**config.mk**
```make
export PLATFORM = sky130hd
export DESIGN_NAME = rbl_bus_ctrl
export DESIGN_NICKNAME = d
export VERILOG_FILES = /design/src/rtl/rbl_bus_ctrl.v
export VERILOG_INCLUDE_DIRS = /design/src /design/src/rtl
export SDC_FILE = /design/constraint.sdc
export NUM_CORES = 1
export LEC_CHECK = 0
export BUFFER_PORTS_ARGS = -buffer_cell sky130_fd_sc_hd__clkbuf_2
export CORE_ASPECT_RATIO = 0.7
export CORE_MARGIN = 2
export CORE_UTILIZATION = 46
export DETAILED_ROUTE_END_ITERATION = 10
export PLACE_DENSITY = 0.75
export REMOVE_ABC_BUFFERS = 1
export SYNTH_ARGS = -nofsm -noshare
export SYNTH_HDL_FRONTEND = slang
export SYNTH_SLANG_ARGS = --single-unit
```
**constraint.sdc**
```tcl
create_clock -name clk -period 1.7 [get_ports clk]
set_input_delay 0.255 -clock clk [delete_from_list [all_inputs] [get_ports clk]]
set_output_delay 0.255 -clock clk [all_outputs]
set_load 0.005 [all_outputs]
```
**src/rtl/rbl_defs.vh**
```
// Purpose: Constants for the peripheral register bus controller with modify lockout
// Assumes: One 200 MHz clock, synchronous active-high reset
// Notes:   Plain Verilog header, definitions only
// How it works
// - Controller is its own block; an accepted write finishes while the core continues. The code stalls the core until every request, writes included, finishes.
// - A request made while the controller is busy is stalled until it frees.
// - Each read or write occupies the register bus for exactly two clocks.
// - Transfer starts zero or one clock after request; completion after two or three. The code always starts one clock after and completes after three.
// - Register bus data path is eight bits wide, byte transfers only.
// - A 16-bit request is split into two consecutive byte transfers, low byte first.
// - Bit writes and whole-register modifies count as read-modify-write, plain moves not.
// - A lockout indication goes to all peripherals while the modify is in progress.
// - Peripheral blocks write-back only to flags it updated since the modify began.
// - After the modify ends, a core write may change every bit again.
// - All peripheral and status-word registers are read and written through this bus.
`ifndef RBL_DEFS_VH
`define RBL_DEFS_VH
`define RBL_DATA_W    8
`define RBL_ADDR_W    11
`define RBL_XFER_CYC  2'h2
`define RBL_ADDR_INC  11'h001
`define RBL_OP_MOVE   2'h0
`define RBL_OP_BIT    2'h1
`define RBL_OP_MODIFY 2'h2
`endif

```
**src/rtl/rbl_bus_ctrl.v**
```verilog
// Purpose: Register bus controller between core and peripheral registers, with lockout
// Assumes: Requests synchronous to clk; peripherals sample rd/wr strobes on last bus cycle
// Notes:   Also holds a generic per-flag lockout mask that peripherals may instance
//          Byte requests always finish three edges after they are taken
`timescale 1ns/100ps
`include "rbl_defs.vh"

module rbl_bus_ctrl #(
  parameter AW = `RBL_ADDR_W
) (
  // Clock and reset
  input  wire          clk,
  input  wire          sys_rst,
  // Core request side
  input  wire          req_valid,
  input  wire          req_write,
  input  wire          req_wide,
  input  wire [1:0]    req_op,
  input  wire          req_last,
  input  wire [AW-1:0] req_addr,
  input  wire [15:0]   req_wdata,
  output reg           core_stall,
  output reg           rsp_valid,
  output reg  [15:0]   rsp_rdata,
  // Register bus side
  output reg  [AW-1:0] bus_addr,
  output reg  [7:0]    bus_wdata,
  output reg           bus_rd,
  output reg           bus_wr,
  input  wire [7:0]    bus_rdata,
  output reg           rmw_active
);

  // One-hot sequencer states
  localparam ST_IDLE = 3'h1;
  localparam ST_WAIT = 3'h2;
  localparam ST_XFER = 3'h4;

  // Sequencer state and beat counter
  reg [2:0]    state_q;
  reg [1:0]    cyc_q;

  // Request held for the whole transfer, while core_stall holds the core off
  reg          hi_q;
  reg          wide_q;
  reg          write_q;
  reg [15:0]   wdata_q;

  // Lockout bookkeeping
  reg          in_rmw_q;
  reg          end_rmw_q;

  // Request decode
  wire         is_rmw;
  wire         take;
  wire         rmw_open;
  wire         last_beat;

  assign is_rmw = (req_op == `RBL_OP_BIT) || (req_op == `RBL_OP_MODIFY);
  // Requests are taken only while idle, so a busy bus holds the core off
  assign take   = req_valid && state_q[0];
  // A modify read that opens a new lock; it must beat a lock closing at the same edge
  assign rmw_open = take && is_rmw && !req_write;
  // Second beat of a transfer, where read data is sampled and strobes drop
  assign last_beat = (cyc_q == (`RBL_XFER_CYC - 2'h1));

  // Transfer sequencer; a new request always sits one wait cycle, so 3 clocks per byte
  always @(posedge clk) begin
    if (sys_rst) begin
      // Everything idle and every output low while in reset
      state_q    <= ST_IDLE;
      cyc_q      <= 2'h0;
      hi_q       <= 1'b0;
      wide_q     <= 1'b0;
      write_q    <= 1'b0;
      wdata_q    <= 16'h0000;
      bus_addr   <= {AW{1'b0}};
      bus_wdata  <= 8'h00;
      bus_rd     <= 1'b0;
      bus_wr     <= 1'b0;
      rsp_valid  <= 1'b0;
      rsp_rdata  <= 16'h0000;
      core_stall <= 1'b0;
      in_rmw_q   <= 1'b0;
      end_rmw_q  <= 1'b0;
      rmw_active <= 1'b0;
    end else begin
      rsp_valid <= 1'b0;
      end_rmw_q <= 1'b0;
      case (state_q)
        ST_IDLE: begin
          // Latch the request and start holding the core off
          if (take) begin
            write_q    <= req_write;
            wide_q     <= req_wide;
            wdata_q    <= req_wdata;
            bus_addr   <= req_addr;
            hi_q       <= 1'b0;
            core_stall <= 1'b1;
            state_q    <= ST_WAIT;
            if (is_rmw) begin
              in_rmw_q <= 1'b1;
            end
            if (rmw_open) begin
              rmw_active <= 1'b1;
            end
          end
        end
        ST_WAIT: begin
          // Fixed one-cycle start delay, then both strobe beats
          cyc_q     <= 2'h0;
          bus_rd    <= !write_q;
          bus_wr    <= write_q;
          bus_wdata <= hi_q ? wdata_q[15:8] : wdata_q[7:0];
          state_q   <= ST_XFER;
        end
        ST_XFER: begin
          // Strobes stand for exactly two beats
          cyc_q <= cyc_q + 2'h1;
          if (last_beat) begin
            bus_rd <= 1'b0;
            bus_wr <= 1'b0;
            // Read data is taken while the read strobe still stands
            if (!write_q) begin
              if (hi_q) begin
                rsp_rdata[15:8] <= bus_rdata;
              end else begin
                rsp_rdata <= {8'h00, bus_rdata};
              end
            end
            // Low half done: go back for the high byte at the next address
            if (wide_q && !hi_q) begin
              hi_q     <= 1'b1;
              bus_addr <= bus_addr + `RBL_ADDR_INC;
              state_q  <= ST_WAIT;
            end else begin
              rsp_valid  <= 1'b1;
              core_stall <= 1'b0;
              state_q    <= ST_IDLE;
              // Write-back of the modify has landed; the lock closes next edge
              if (write_q && in_rmw_q && req_last) begin
                in_rmw_q  <= 1'b0;
                end_rmw_q <= 1'b1;
              end
            end
          end
        end
        // Recover from an illegal state code
        default: begin
          state_q <= ST_IDLE;
        end
      endcase
      // Indication drops once the write-back of the modify has landed
      // A lock opened at that same edge is kept, else its flags go unprotected
      if (end_rmw_q && !rmw_open) begin
        rmw_active <= 1'b0;
      end
    end
  end

endmodule


```
==> metrics.log <==
INFO  metric holdPathStages = 3
INFO  metric cp-end-kind = flip-flop
INFO  metric placed_cells = 515
INFO  metric synth-seq-cells = 66
INFO  metric tritoncts = built
INFO  metric crit_arrival = 1.87 ns
INFO  metric nFillCells = 534
INFO  metric maximum_fanout_along_the_worst_path = 4
INFO  metric cts.clk_slew.worst_paths = 0.08 ns
INFO  metric hold_path.startpoint = req_wdata[7]
INFO  metric detail_route.first_pass.iterations = 5
INFO  metric yosys-mux-area-fraction = 0.0280
INFO  metric synth-adder-area-share = 0.00875
INFO  metric finish.net_count = 501
INFO  metric reg2reg_depth = 5
INFO  metric fp.dieArea = 0.00688 mm^2
INFO  metric first_pass_grt_wire_length = 11800 um
INFO  metric totalPowerFinal = 0.00354 W
INFO  metric achievable-frequency = 621 MHz
INFO  metric initialDrtViolationCount = 165
INFO  metric unrepaired_setup_endpoints_after_global_routing = false
INFO  metric post_synth_num_cell_types = 49
INFO  metric grt_pass1_vias = 2572
INFO  metric powerDensity = 945 mW/mm^2
INFO  metric netlist_instances = 358
INFO  metric post_drt_via_cell_ratio = 5.38
INFO  metric cp_data_required_time = 1.95 ns
INFO  metric reg2reg_setup_slack = 0.09 ns
INFO  metric leak_pwr = 1.52 nW
INFO  metric hold_violations_final = 0
INFO  metric cts-root-to-sink-buffers = 2
INFO  metric placement.io_buffers = 82
INFO  metric synth_edf_count = 0
INFO  metric r2r-end = bus_addr[9]
INFO  metric tritoncts_num_sinks = 66
INFO  metric final.hold.worst_slack = 0.132 ns
INFO  metric shortest_period_the_worst_path_allows = 1.61 ns
INFO  metric start_util = 0.487
INFO  metric slew_at_the_pin_closest_to_its_max_slew_limit = 0.350 ns
INFO  metric run_status = finished, final reports clean
INFO  metric globalplace.congestion = 0.842
INFO  metric cap_viol_max_count = 0
INFO  metric globalRouteOverflowTotal = 0
INFO  metric combinational_family_with_the_most_area_after_synthesis = simple AND/OR/NAND/NOR gates
INFO  metric final.period_utilization = 0.948
INFO  metric antenna_left = 0
INFO  metric simple_gate_portion_of_the_synthesized_area = 0.250
INFO  metric drive_above_1_share = 0.310
INFO  metric cts_inserted_buffers = 9
INFO  metric yosys_warnings = 0
INFO  metric fin_tns_setup = 0 ns
INFO  metric startpoint = cyc_q[0]
INFO  metric share_of_flip_flops_with_an_asynchronous_set_or_reset_after_synthesis = 0
INFO  metric grt_max_degree = 31
INFO  metric criticalPathCategory = reg2reg
INFO  metric vias = 2884
INFO  metric cts-root-buf = clkbuf_8
INFO  metric postSynth.topFlopCell = dfxtp_1
INFO  metric htreeDepth = 3
INFO  metric crit-reg2reg-launch = cyc_q[0]
INFO  metric regArea = 0.00133 mm^2
INFO  metric detail_route.drc_violations = 0
INFO  metric multiInputGateArea = 0.00140 mm^2
INFO  metric synth_compound_area_frac = 0.197
INFO  metric std_cell_rows = 23
INFO  metric final_clock_skew = 0.00798 ns
INFO  metric worst_setup_path_start_kind = flip-flop
INFO  metric floorplan.die.height = 70.0 um
INFO  metric final_core_utilization = 0.638
INFO  metric antenna-diode-count = 0
INFO  metric synth_sequential_area_ratio = 0.462
INFO  metric floorplan.io_pins = 83
INFO  metric antenna_violations_before_repair = 0
INFO  metric area_delta_synth_final = 30.8%
INFO  metric worstHoldPathType = in2reg
INFO  metric grt_use_total = 0.209
INFO  metric netlist_area_before_placement = 0.00286 mm^2
INFO  metric slew-limit-headroom = 0.765
INFO  metric clock_latency_reported_for_the_late_side_of_the_worst_skew_pair = 0.34 ns
INFO  metric core-area = 0.00587 mm^2
INFO  metric slew_viol_final = 0
INFO  metric final-instance-count-excl-fill = 536
INFO  metric ir_worst_vdd = 0.000569 V
INFO  metric hpwl = 5030 um
INFO  metric setup-violations-final = 0
INFO  metric wl_per_cell = 13.5 um
INFO  metric synth_xor_area_frac = 0.00306
INFO  metric postSynthAreaPerCell = 7.99 um^2
INFO  metric die_width = 98.3 um
INFO  metric wirelength = 7210 um
INFO  metric worstHoldEndpoint = wdata_q[7]
## timing repair
item / 4_1_cts / 5_1_grt
gates resized for setup: 0 / 7
setup buffers: 0 / 4
setup endpoints to repair: 0 / 7
hold buffers: 0 / 0
## layout by cell type, fill, tap and decap left out, drive strengths merged, types with 3 or more instances in the layout
cell	netlist	final
and2	4	4
mux2i	8	8
a211oi	11	11
o21ai	19	19
nand3	8	8
nor2	31	31
clkbuf	19	93
dfxtp	66	66
inv	5	6
buf	10	34
nand4	3	3
nand2	65	65
a31oi	7	7
a21oi	50	50
nor3	14	14
nor3b	3	3
## synth_stat cells (all sizes together), types with 2 or more instances
cell type	instances	area (um^2)
a211oi	11	82.6
a21o	2	15.0
a21oi	50	250
a31oi	7	43.8
and2	4	25.0
and4	2	17.5
buf	10	56.3
clkbuf	19	71.3
dfxtp	66	1320
ha	2	25.0
inv	5	18.8
mux2i	8	80.1
nand2	65	244
nand3	8	40.0
nand3b	2	15.0
nand4	3	18.8
nand4bb	2	22.5
nor2	31	116
nor3	14	70.1
nor3b	3	38.8
o21ai	19	95.1
o22ai	2	12.5
o31ai	2	15.0
or2	2	12.5
or3b	2	17.5
or4	2	15.0
## per-stage QoR
step / worst slack [ns] / area, um^2
finish: 0.0885 / 3740
global route: 0.00132 / 3740
CTS: 0.0530 / 3690
detailed placement: 0.0623 / 3460
global placement: 0.131 / 3460
floorplan: -0.276 / 2730
## cell type report
cell class | count | area share
Tap cell | 75 | 0.0251
Inverter | 5 | 0.00501
Clock buffer | 11 | 0.0404
Sequential cell | 66 | 0.354
Multi-Input combinational cell | 258 | 0.375
Clock inverter | 5 | 0.0227
Timing Repair Buffer | 116 | 0.178
## critical path: stages, from the launching register on
cell and delay, ns:
dfxtp_1 0.36, ha_1 0.19, buf_4 0.14, a31oi_1 0.13, or4_1 0.53, a31oi_1 0.18
## kinds of logic after synthesis
family | Yosys count
and+or+nand+nor | 148
adders and majority gates | 2
muxes | 8
AOI/OAI and AO/OA | 99
buffers and inverters | 34
xor gates and xnor gates | 1
DFF | 66
## routing by layer
metal  vias up  wire, um  GRT usage
li1       1448         -          -
met1      1327      3330      0.291
met2       102      3250      0.317
met3         7       574     0.0480
met4         0        49     0.0761
met5         -         0          0
## state kept, by name, indices dropped and copies added, names as in the netlist
| name | cells |
|---|---|
| rsp_valid | 1 |
| wdata_q | 16 |
| cyc_q | 2 |
| write_q | 1 |
| state_q | 3 |
| end_rmw_q | 1 |
| rsp_rdata | 16 |
| in_rmw_q | 1 |
| bus_addr | 11 |
| wide_q | 1 |
| rmw_active | 1 |
| hi_q | 1 |
| core_stall | 1 |
| bus_wr | 1 |
| bus_wdata | 8 |
| bus_rd | 1 |
## how the worst max path moves through the flow
stage                         to  slack, ns  depth (start not counted)
floorplan            bus_addr[9]      -0.28                          4
global placement     bus_addr[0]       0.13                          4
detailed placement  bus_addr[10]       0.06                          5
CTS                 bus_addr[10]       0.05                          5
global route         bus_addr[4]      0.001                          7
finish               bus_addr[9]       0.09                          5
## power breakdown
part           total, W  switching [W]  internal (W)
clock network   0.00151       0.000599      0.000913
logic          0.000365       0.000199      0.000167
registers       0.00166      0.0000491       0.00161
Power figures use the tool's default switching activity.
